File: src/sxdap_defs.vh
// Constants for the stretched external data access unit with dual data pointers.
// Assumes a core special-function-register bus with 8-bit addresses and data.
`ifndef SXDAP_DEFS_VH
`define SXDAP_DEFS_VH
`define SXDAP_CLKS_PER_MC      3'h4
`define SXDAP_ADDR_PTR0_LOW    8'h82
`define SXDAP_ADDR_PTR0_HIGH   8'h83
`define SXDAP_ADDR_PTR1_LOW    8'h84
`define SXDAP_ADDR_PTR1_HIGH   8'h85
`define SXDAP_ADDR_PTR_SEL     8'h86
`define SXDAP_ADDR_CLOCK_AND_STRETCH_CONTROL       8'h8E
`define SXDAP_STRETCH_LSB      0
`define SXDAP_STRETCH_MSB      2
`define SXDAP_SEL_BIT          0
`define SXDAP_STRETCH_RESET    3'h1
`define SXDAP_CLOCK_AND_STRETCH_CONTROL_RESET      8'h01
`define SXDAP_PTR_RESET        16'h0000
`define SXDAP_SEL_RESET        1'h0
`define SXDAP_MIN_MC           4'h2
`define SXDAP_ADDR_CLKS        5'h02
`define SXDAP_STROBE_ZERO      5'h02
`endif

File: src/sxdap_ptr_bank.v
// Two 16-bit data pointers with a select bit, written over the register bus.
// Assumes the core never loads and increments the pointer in the same cycle.
`timescale 1ns/1ns
`default_nettype none
`include "sxdap_defs.vh"
module sxdap_ptr_bank (
    // Clock and reset
    input  wire        clk_i,
    input  wire        rst_i,
    // Register writes
    input  wire        wr_i,
    input  wire [7:0]  addr_i,
    input  wire [7:0]  wdata_i,
    // Core pointer operations
    input  wire        inc_ptr_i,
    input  wire        inc_sel_i,
    input  wire        load_ptr_i,
    input  wire [15:0] load_val_i,
    // State
    output reg  [15:0] ptr0_o,
    output reg  [15:0] ptr1_o,
    output reg         sel_o
);
    wire [15:0] act_ptr = sel_o ? ptr1_o : ptr0_o;
    wire [15:0] act_inc = act_ptr + 16'h0001;

    always @(posedge clk_i) begin
        if (rst_i) begin
            ptr0_o <= `SXDAP_PTR_RESET;
            ptr1_o <= `SXDAP_PTR_RESET;
            sel_o  <= `SXDAP_SEL_RESET; // see RQ14
        end else begin
            if (wr_i && addr_i == `SXDAP_ADDR_PTR0_LOW) ptr0_o[7:0] <= wdata_i; // see RQ9
            if (wr_i && addr_i == `SXDAP_ADDR_PTR0_HIGH) ptr0_o[15:8] <= wdata_i; // see RQ9
            if (wr_i && addr_i == `SXDAP_ADDR_PTR1_LOW) ptr1_o[7:0] <= wdata_i; // see RQ10
            if (wr_i && addr_i == `SXDAP_ADDR_PTR1_HIGH) ptr1_o[15:8] <= wdata_i; // see RQ10
            if (wr_i && addr_i == `SXDAP_ADDR_PTR_SEL) sel_o <= wdata_i[`SXDAP_SEL_BIT]; // see RQ11
            else if (inc_sel_i) sel_o <= ~sel_o; // see RQ13
            // Only the selected pointer moves; the full carry ripples into the high byte.
            if (load_ptr_i || inc_ptr_i) begin // see RQ12
                if (sel_o) ptr1_o <= load_ptr_i ? load_val_i : act_inc; // see RQ16
                else ptr0_o <= load_ptr_i ? load_val_i : act_inc; // see RQ16
            end
        end
    end
endmodule // sxdap_ptr_bank
`default_nettype wire

File: src/sxdap_top.v
// Stretched external data move engine with dual data pointers.
// Assumes the core issues one move request at a time and waits for done.
`timescale 1ns/1ns
`default_nettype none
`include "sxdap_defs.vh"
// Function
// RQ1 - A machine cycle is exactly four clocks and all access lengths count in them.
// RQ2 - The stretch setting lives in the low three bits of the clock control register at 8Eh.
// RQ3 - An external data move lasts the stretch setting plus two machine cycles.
// RQ4 - Reset loads a stretch of one, giving three-cycle moves.
// RQ5 - The strobe is two clocks at stretch zero and otherwise four clocks per stretch step.
// RQ6 - The stretch applies only to external data moves, never to code fetches.
// RQ7 - The stretch may be rewritten at any time and applies to later moves.
// RQ8 - Addresses go out on the muxed address/data port with the high byte on its own port.
// RQ9 - The first data pointer sits at 82h low and 83h high.
// RQ10 - The second data pointer sits at 84h low and 85h high.
// RQ11 - Bit 0 of register 86h selects the pointer and the other bits read zero.
// RQ12 - Every pointer operation uses the currently selected pointer.
// RQ13 - Incrementing the select register toggles the active pointer.
// RQ14 - Reset selects the first data pointer.
// RQ15 - The external memory answers within the strobe width set by the stretch.
// RQ16 - A pointer increment carries fully from low byte to high byte of the active pointer.
module sxdap_top (
    // Clock and reset
    input  wire        clk_i,
    input  wire        rst_i,
    // Special function register bus
    input  wire        sfr_wr_i,
    input  wire        sfr_rd_i,
    input  wire [7:0]  sfr_addr_i,
    input  wire [7:0]  sfr_wdata_i,
    output reg  [7:0]  sfr_rdata_o,
    // Core pointer operations
    input  wire        inc_ptr_i,
    input  wire        inc_sel_i,
    input  wire        load_ptr_i,
    input  wire [15:0] load_val_i,
    // External data move request
    input  wire        xmove_req_i,
    input  wire        xmove_write_i,
    input  wire        xmove_use_ptr_i,
    input  wire [7:0]  xmove_ri_addr_i,
    input  wire [7:0]  xmove_wdata_i,
    output reg         xmove_busy_o,
    output reg         xmove_done_o,
    output reg  [7:0]  xmove_rdata_o,
    // External memory pins
    input  wire [7:0]  muxed_addr_data_port_i,
    output reg  [7:0]  muxed_addr_data_port_o,
    output reg         muxed_addr_data_port_oe_o,
    output reg  [7:0]  high_address_port_o,
    output reg         addr_latch_o,
    output reg         rd_n_o,
    output reg         wr_n_o,
    // Machine cycle marker
    output reg         mc_tick_o
);
    localparam [3:0] ST_IDLE = 4'b0001;
    localparam [3:0] ST_ADDR = 4'b0010;
    localparam [3:0] ST_STRB = 4'b0100;
    localparam [3:0] ST_TAIL = 4'b1000;

    reg  [7:0]  clock_and_stretch_control_q;
    reg  [1:0]  phase_q;
    reg  [3:0]  state_q;
    reg  [3:0]  state_d;
    reg  [5:0]  cnt_q;
    reg  [5:0]  total_q;
    reg  [4:0]  strobe_q;
    reg         wr_q;
    reg  [7:0]  wdat_q;
    wire [15:0] ptr0;
    wire [15:0] ptr1;
    wire        sel;
    wire [2:0]  stretch = clock_and_stretch_control_q[`SXDAP_STRETCH_MSB:`SXDAP_STRETCH_LSB]; // see RQ2

    // Strobe width in clocks for a given stretch setting.
    function [4:0] strobe_clks;
        input [2:0] s;
        begin
            if (s == 3'h0) strobe_clks = `SXDAP_STROBE_ZERO; // see RQ5
            else strobe_clks = {s, 2'h0}; // see RQ5
        end
    endfunction

    // Whole move length in clocks: stretch plus two machine cycles.
    function [5:0] move_clks;
        input [2:0] s;
        begin
            move_clks = {({1'b0, s} + `SXDAP_MIN_MC), 2'h0}; // see RQ3
        end
    endfunction

    // Register-bus read data for an address; shared by the read mux.
    function [7:0] reg_read;
        input [7:0] a;
        begin
            case (a)
                `SXDAP_ADDR_PTR0_LOW:  reg_read = ptr0[7:0];
                `SXDAP_ADDR_PTR0_HIGH: reg_read = ptr0[15:8];
                `SXDAP_ADDR_PTR1_LOW:  reg_read = ptr1[7:0];
                `SXDAP_ADDR_PTR1_HIGH: reg_read = ptr1[15:8];
                `SXDAP_ADDR_PTR_SEL:   reg_read = {7'h00, sel}; // see RQ11
                `SXDAP_ADDR_CLOCK_AND_STRETCH_CONTROL:     reg_read = clock_and_stretch_control_q;
                default:               reg_read = 8'h00;
            endcase
        end
    endfunction

    sxdap_ptr_bank u_ptr (
        .clk_i      (clk_i),
        .rst_i      (rst_i),
        .wr_i       (sfr_wr_i),
        .addr_i     (sfr_addr_i),
        .wdata_i    (sfr_wdata_i),
        .inc_ptr_i  (inc_ptr_i),
        .inc_sel_i  (inc_sel_i),
        .load_ptr_i (load_ptr_i),
        .load_val_i (load_val_i),
        .ptr0_o     (ptr0),
        .ptr1_o     (ptr1),
        .sel_o      (sel)
    );

    // Clock control; the timer-speed bits are stored but unused here.
    always @(posedge clk_i) begin
        if (rst_i) begin
            clock_and_stretch_control_q <= `SXDAP_CLOCK_AND_STRETCH_CONTROL_RESET; // see RQ4
        end else if (sfr_wr_i && sfr_addr_i == `SXDAP_ADDR_CLOCK_AND_STRETCH_CONTROL) begin
            clock_and_stretch_control_q <= sfr_wdata_i; // see RQ7
        end
    end

    always @(posedge clk_i) begin
        if (rst_i) begin
            sfr_rdata_o <= 8'h00;
        end else if (sfr_rd_i) begin
            sfr_rdata_o <= reg_read(sfr_addr_i);
        end
    end

    // Free-running machine cycle phase.
    always @(posedge clk_i) begin
        if (rst_i) begin
            phase_q   <= 2'h0;
            mc_tick_o <= 1'b0;
        end else begin
            phase_q   <= phase_q + 2'h1; // see RQ1
            mc_tick_o <= (phase_q == 2'h3);
        end
    end

    always @* begin
        state_d = state_q;
        case (state_q)
            ST_IDLE: if (xmove_req_i) state_d = ST_ADDR;
            ST_ADDR: if (cnt_q == {1'b0, `SXDAP_ADDR_CLKS} - 6'h01) state_d = ST_STRB;
            ST_STRB: if (cnt_q == {1'b0, `SXDAP_ADDR_CLKS} + {1'b0, strobe_q} - 6'h01)
                state_d = ST_TAIL;
            ST_TAIL: if (cnt_q == total_q - 6'h01) state_d = ST_IDLE;
            default: state_d = ST_IDLE;
        endcase
    end

    // The stretch is sampled at the start of each move so a write mid-move
    // cannot tear the strobe; the new value takes effect from the next move.
    always @(posedge clk_i) begin
        if (rst_i) begin
            state_q                   <= ST_IDLE;
            cnt_q                     <= 6'h00;
            total_q                   <= 6'h00;
            strobe_q                  <= 5'h00;
            wr_q                      <= 1'b0;
            wdat_q                    <= 8'h00;
            xmove_busy_o              <= 1'b0;
            xmove_done_o              <= 1'b0;
            xmove_rdata_o             <= 8'h00;
            muxed_addr_data_port_o    <= 8'h00;
            muxed_addr_data_port_oe_o <= 1'b0;
            high_address_port_o       <= 8'h00;
            addr_latch_o              <= 1'b0;
            rd_n_o                    <= 1'b1;
            wr_n_o                    <= 1'b1;
        end else begin
            state_q      <= state_d;
            xmove_done_o <= 1'b0;
            addr_latch_o <= 1'b0;
            case (state_q)
                ST_IDLE: begin
                    cnt_q <= 6'h00;
                    if (xmove_req_i) begin
                        total_q      <= move_clks(stretch); // see RQ6
                        strobe_q     <= strobe_clks(stretch);
                        wr_q         <= xmove_write_i;
                        wdat_q       <= xmove_wdata_i;
                        xmove_busy_o <= 1'b1;
                        addr_latch_o <= 1'b1;
                        muxed_addr_data_port_oe_o <= 1'b1;
                        // Pointer moves use the selected pointer; others send xmove_ri_addr_i.
                        if (xmove_use_ptr_i) begin // see RQ12
                            muxed_addr_data_port_o <= sel ? ptr1[7:0] : ptr0[7:0]; // see RQ8
                            high_address_port_o    <= sel ? ptr1[15:8] : ptr0[15:8]; // see RQ8
                        end else begin
                            muxed_addr_data_port_o <= xmove_ri_addr_i;
                        end
                    end
                end
                ST_ADDR: begin
                    cnt_q <= cnt_q + 6'h01;
                    if (state_d == ST_STRB) begin
                        if (wr_q) begin
                            muxed_addr_data_port_o <= wdat_q;
                            wr_n_o                 <= 1'b0;
                        end else begin
                            muxed_addr_data_port_oe_o <= 1'b0;
                            rd_n_o                    <= 1'b0;
                        end
                    end
                end
                ST_STRB: begin
                    cnt_q <= cnt_q + 6'h01;
                    if (state_d == ST_TAIL) begin
                        // Read data is taken at the strobe's trailing edge.
                        if (!wr_q) xmove_rdata_o <= muxed_addr_data_port_i; // see RQ15
                        rd_n_o <= 1'b1;
                        wr_n_o <= 1'b1;
                    end
                end
                ST_TAIL: begin
                    cnt_q <= cnt_q + 6'h01;
                    if (state_d == ST_IDLE) begin
                        xmove_busy_o              <= 1'b0;
                        xmove_done_o              <= 1'b1; // see RQ3
                        muxed_addr_data_port_oe_o <= 1'b0;
                    end
                end
                default: cnt_q <= 6'h00;
            endcase
        end
    end
endmodule // sxdap_top
`default_nettype wire

File: config.mk
export PLATFORM = sky130hd
export DESIGN_NAME = sxdap_top
export DESIGN_NICKNAME = d
export VERILOG_FILES = /design/src/sxdap_ptr_bank.v /design/src/sxdap_top.v
export VERILOG_INCLUDE_DIRS = /design/src /design/src/src
export SDC_FILE = /design/constraint.sdc
export NUM_CORES = 1
export LEC_CHECK = 0
export BUFFER_PORTS_ARGS = -buffer_cell sky130_fd_sc_hd__buf_2
export CORE_MARGIN = 5
export CORE_UTILIZATION = 53
export DETAILED_ROUTE_END_ITERATION = 12
export PLACE_DENSITY = 0.77
export SLEW_MARGIN = 30
export SYNTH_ARGS = -nofsm -noshare
export SYNTH_HDL_FRONTEND = slang
export SYNTH_HIERARCHICAL = 1
export SYNTH_SLANG_ARGS = --single-unit
File: constraint.sdc
create_clock -name clk_i -period 3.4 [get_ports clk_i]
set_input_delay 0.34 -clock clk_i [delete_from_list [all_inputs] [get_ports clk_i]]
set_output_delay 0.34 -clock clk_i [all_outputs]
set_load 0.005 [all_outputs]
* Yosys cells after proc, flatten, opt, wreduce, memory -nomap -nowiden
Cells that the tools add are included.
W data, S select, Z words.
** Word-level totals
- Memories :: 0
- RAM bits :: 0
- Input port bits :: 66
- Memory bits (read-only) :: 0
- Output and inout port bits :: 39
- Bits in registers :: 110
- Word-level logic and storage cells :: 121
- Latch bits :: 0
** Cells by class
- Shift operators :: 0
- Equal/unequal tests :: 23
- Div/mod/pow operators :: 0
- Order comparisons :: 0
- Add/subtract/negate cells :: 7
- Multiply operators :: 0
- Bitwise gates (word level) :: 5
- Multiplexer cells :: 39
- Reductions and logical operators :: 25
** Operators with widths (count)
- $mux W16 :: 6
- $mux W8 :: 10
- $eq A8 B8 Y1 const B :: 6
- $pmux W8 S6 :: 1
- $add A16 B1 Y16 const B :: 1
- $mux W4 :: 4
- $pmux W4 S4 :: 1
- $pmux W8 S2 :: 1
- $eq A6 B6 Y1 :: 2
- $ne A2 B2 Y1 const B :: 6
- $reduce_and A4 Y1 :: 3
- $sub A6 B1 Y6 const B :: 2
- $mux W1 :: 11
- $reduce_and A3 Y1 :: 3
- $eq A4 B1 Y1 const B :: 2
- $eq A4 B3 Y1 const B :: 2
- $eq A4 B4 Y1 const B :: 2
- $reduce_bool A2 Y1 :: 4
- $add A2 B5 Y6 const A :: 1
- $add A6 B1 Y6 const B :: 1
- $eq A6 B1 Y1 const B :: 1
- $logic_and A1 B1 Y1 :: 6
- $pmux W1 S2 :: 3
- $reduce_or A2 Y1 :: 3
- 13 further kinds :: 17

* Depth between registers and ports, before layout
- Word-level depth :: 8
- Mapped depth :: 11
- Mapped depth without buffers :: 7

* By module
Netlist, hierarchy kept.
** By module, submodules not included
- sxdap_top :: times used 1, cells an instance 424, area each 3732.3 sq um
- sxdap_ptr_bank :: times used 1, cells an instance 284, area each 2421.1 sq um

* Worst setup path after synthesis
Ideal clock, no wire load.
- Kind :: flip-flop to flip-flop
- Start :: register u_ptr.sel_o
- End :: register u_ptr.ptr0_o[14]
- Setup slack :: 0.921 ns
- Library setup time :: 0.137 ns
- Data arrival time :: 2.341 ns
- Path buffers :: 4
- Cell stages (with the launch flop) :: 12
- Data required time :: 3.263 ns
- Cell sequence :: dfxtp_1 buf_4 buf_4 buf_4 buf_2 mux2_2 ha_1 nand4b_1 a21oi_1 a311o_1 a21oi_1 a211oi_1
** On the way
- Longest elaborated chain between the ends :: 5
** RTL lines
- start: declaration :: line sxdap_ptr_bank.v:22 : output reg sel_o
- start signal: assignment :: line sxdap_ptr_bank.v:31 : sel_o <= `SXDAP_SEL_RESET;
- start signal: assignment :: line sxdap_ptr_bank.v:37 : if (wr_i && addr_i == `SXDAP_ADDR_PTR_SEL) sel_o <= wdata_i[`SXDAP_SEL_BIT];
- start signal: assignment :: line sxdap_ptr_bank.v:38 : else if (inc_sel_i) sel_o <= ~sel_o;
- $mux W16 :: line sxdap_ptr_bank.v:24 : wire [15:0] act_ptr = sel_o ? ptr1_o : ptr0_o;
- $add A16 B1 Y16 :: line sxdap_ptr_bank.v:25 : wire [15:0] act_inc = act_ptr + 16'h0001;
- $mux W16 :: line sxdap_ptr_bank.v:42 : else ptr0_o <= load_ptr_i ? load_val_i : act_inc;
- $mux W16 (*) :: line sxdap_ptr_bank.v:41 : if (sel_o) ptr1_o <= load_ptr_i ? load_val_i : act_inc;
- $mux W16 (*) :: line sxdap_ptr_bank.v:40 : if (load_ptr_i || inc_ptr_i) begin
- end signal: assignment :: line sxdap_ptr_bank.v:29 : ptr0_o <= `SXDAP_PTR_RESET;
- end signal: assignment :: line sxdap_ptr_bank.v:34 : if (wr_i && addr_i == `SXDAP_ADDR_PTR0_HIGH) ptr0_o[15:8] <= wdata_i;
- end signal: assignment :: line sxdap_ptr_bank.v:42
- end: declaration :: line sxdap_ptr_bank.v:20 : output reg [15:0] ptr0_o,
Mark *: on every way between the ends. The rest lies on a longest branch, timed or not.
A chain may end at the register's enable or synchronous reset.

* Worst setup path in the final report
- Start :: register u_ptr.sel_o
- End :: register u_ptr.ptr0_o[15]
Same word-level chain as after synthesis.

==> results.json <==
{
  "core_um2": 11400,
  "switching_share": 0.289,
  "wl_met2_um": 8510,
  "initial_utilization": 0.539,
  "power.share.clock": 0.370,
  "start_kind": "flop",
  "netlist_top_cells_area": "dfxtp_1 35%, mux2i_1 8.5%, a211oi_1 5.1%, nor2_1 4.3%, nand2_1 3.9%",
  "drive_gt1_frac": 0.218,
  "power_switching_uw": 919,
  "crit_path_end_kind": "flop",
  "p_int_mw": 2.26,
  "cts_max_level": 3,
  "area_growth_syn_to_layout_pct": 13.9,
  "cts_resized": 0,
  "critical_path.cell_chain": "buf_4 -> nand3_1 -> a222oi_1 -> and4_1 -> o21ai_1 -> a311oi_1",
  "path_clk_slew_ps": 80,
  "die_w_um": 118,
  "yosysSeqAreaShare": 0.355,
  "antennaDiodeCount": 0,
  "wl_met1_um": 7460,
  "netlist_area_um2": 6150,
  "syn_area_per_cell_um2": 8.69,
  "hpwl_um": 13200,
  "cap_violations": 0,
  "path_class": "flop to flop",
  "cts_root_buf": "clkbuf_16",
  "port_buffers": 104,
  "crit_slowest_cell": "dfxtp_2",
  "ioPinCount": 105,
  "final_cells": 928,
  "period_needed_ps": 2740,
  "grt_max_degree": 61,
  "p_leak_nw": 2.74,
  "path_buf_inv": 1,
  "holdBufCountCts": 0,
  "synth.area.mux_share": 0.123,
  "wirelength_um": 18000,
  "synth_top_family_by_area": "compound AO/OA/AOI/OAI gates",
  "antenna_found_initial": 0,
  "drv_slew": 0,
  "cts.sink_count": 109,
  "insertion_delay_ps": 360,
  "combPwrFrac": 0.169,
  "synthArstFlopShare": 0,
  "status": "complete, no violations",
  "synth_adder_area_share": 0.0122,
  "wl_per_cell_um": 19.4,
  "dp.cells": 912,
  "setup_viol": 0,
  "die_h_um": 118,
  "cts_made_buffers": 9,
  "synth-xor-area-share": 0.0299,
  "whs_ps": 221,
  "crit_path_max_incr_delay_ps": 720,
  "vias_per_cell": 6.36,
  "fin_setup_tns_ps": 0,
  "p_total_mw": 3.18,
  "worstPathArrival_ps": 3000,
  "antenna_left": 0,
  "path_max_fanout": 28,
  "gp_congestion": 0.916,
  "hold_viol": 0,
  "synth-edff-count": 0,
  "synth-seq-cells": 109,
  "synth.distinct_cells": 72,
  "synth_top_area_cell": "dfxtp_1",
  "period_share": 0.805,
  "pre_cts_ws_ps": 762,
  "drcViolationCount": 0,
  "ys_warn_count": 6,
  "maxSlewHeadroom": 0.390,
  "peakVddDrop_uv": 408,
  "gr-usage-all-layers": 0.256,
  "min_path_type": "input port to flop",
  "dieArea_um2": 13900,
  "required_ps": 3670,
  "finalNetCount": 852,
  "synth_top_flop_cell": "dfxtp_1",
  "fin_skew_ps": 11.1,
  "rsz0062_at_grt": "no",
  "cts_tree": "built",
  "timing.final.ws_setup_ps": 664,
  "synth_cells": 708,
  "max_freq_ghz": 0.365,
  "synth_nets": 780,
  "seqPwrFrac": 0.460,
  "highest_layer": "met4",
  "initialDrtViolationCount": 668,
  "crit_family": "compound AO/OA/AOI/OAI gates",
  "grt-ovfl-total": 0,
  "synth_top_area_frac": 0.355,
  "clock_path_buffers": 2,
  "grt_pass1_vias": 5700,
  "power_density_nw_per_um2": 453,
  "synth_compound_area_frac": 0.216,
  "first_pass_iters": 8,
  "fp-row-count": 39,
  "tightest_slew_ps": 912,
  "wl_met3_um": 1310,
  "synth-simple-area-share": 0.209,
  "post_cts_buffers": 0,
  "dr_total_vias": 5906,
  "grt_pass1_wl_um": 29400
}
==> sequential cells by signal, indices dropped and copies added (netlist names), 2 cells and up <==
signal	flops
wdat_q	8
high_address_port_o	8
cnt_q	6
phase_q	2
strobe_q	4
sfr_rdata_o	8
u_ptr/ptr1_o	16
xmove_rdata_o	8
total_q	4
clock_and_stretch_control_q	8
state_q	4
u_ptr/ptr0_o	16
muxed_addr_data_port_o	8
==> worst paths after layout <==
kind                              from                            end  slack, ps  cells after the start
max           u_ptr/sel_o$_SDFFE_PP0P_    u_ptr/ptr0_o[15]$_SDFF_PP0_        660                      6
min          muxed_addr_data_port_i[0]  xmove_rdata_o[0]$_SDFFE_PP0P_        220                      3
max reg2reg   u_ptr/sel_o$_SDFFE_PP0P_    u_ptr/ptr0_o[15]$_SDFF_PP0_        660                      6
min reg2reg      phase_q[0]$_SDFF_PP0_          phase_q[0]$_SDFF_PP0_        430                      1
==> cells in the final DEF (no fill, tap or decap), types with 7 or more instances in the layout <==
cell type / instances
a221oi_1: 14
mux2i_1: 52
buf_4: 10
o21ai_0: 19
inv_1: 18
a211oi_1: 42
nand3b_1: 9
nand2_1: 64
clkbuf_16: 9
xnor2_1: 15
a21oi_1: 44
nand4_1: 9
a22o_1: 7
nor2b_1: 12
nand3_1: 27
a311oi_1: 10
buf_2: 104
mux2_2: 21
a22oi_1: 12
dfxtp_1: 108
nor2_1: 70
==> stage by stage <==
step	cell area (um^2)	utilization
2_1_floorplan	6150	-
3_3_place_gp	6670	0.584
3_5_place_dp	6670	0.584
4_1_cts	7000	0.613
5_1_grt	7010	0.614
6_report	7010	0.614
==> cell usage after synthesis, drive strengths merged (14+ instances only) <==
| master | n |
|---|---|
| nand3 | 27 |
| a221oi | 14 |
| nor2 | 71 |
| buf | 27 |
| a211oi | 42 |
| xnor2 | 15 |
| nand2 | 65 |
| clkbuf | 26 |
| mux2 | 21 |
| inv | 18 |
| o21ai | 21 |
| dfxtp | 109 |
| a21oi | 44 |
| mux2i | 52 |
==> power by group through the flow <==
stage | logic (mW) | clock network, mW | registers [mW]
4_1_cts | 0.531 | 1.18 | 1.46
2_1_floorplan | 0.387 | 0 | 1.44
6_report | 0.537 | 1.18 | 1.46
3_3_place_gp | 0.511 | 0 | 1.48
5_1_grt | 0.592 | 1.24 | 1.47
3_5_place_dp | 0.527 | 0 | 1.49
==> final cells by class <==
| cell class | instances | area, um^2 |
|---|---|---|
| Fill cell | 1001 | 4410 |
| Multi-Input combinational cell | 528 | 3650 |
| Sequential cell | 109 | 2180 |
| Timing Repair Buffer | 114 | 596 |
| Clock buffer | 10 | 239 |
| Tap cell | 143 | 179 |
| Clock inverter | 6 | 92.6 |
| Inverter | 18 | 67.6 |
==> layer usage <==
metal,global-route usage,up-vias
met5,0,-
met4,0.117,0
met3,0.0413,52
met2,0.423,295
met1,0.328,2778
li1,-,2781
==> worst min-delay path: cells and delay by family <==
| family | cells | cell delay, ps |
|---|---|---|
| AOI/OAI and AO/OA | 1 | 50 |
| buffers and inverters | 1 | 100 |
| and+or+nand+nor | 1 | 50 |
==> cell families after synthesis <==
| group | count (synthesis) |
|---|---|
| muxes | 73 |
| adders and majority gates | 6 |
| AOI/OAI and AO/OA | 188 |
| buffers and inverters | 71 |
| DFF | 109 |
| xor gates and xnor gates | 21 |
| and+or+nand+nor | 240 |
(Power assumes the default switching activity.)
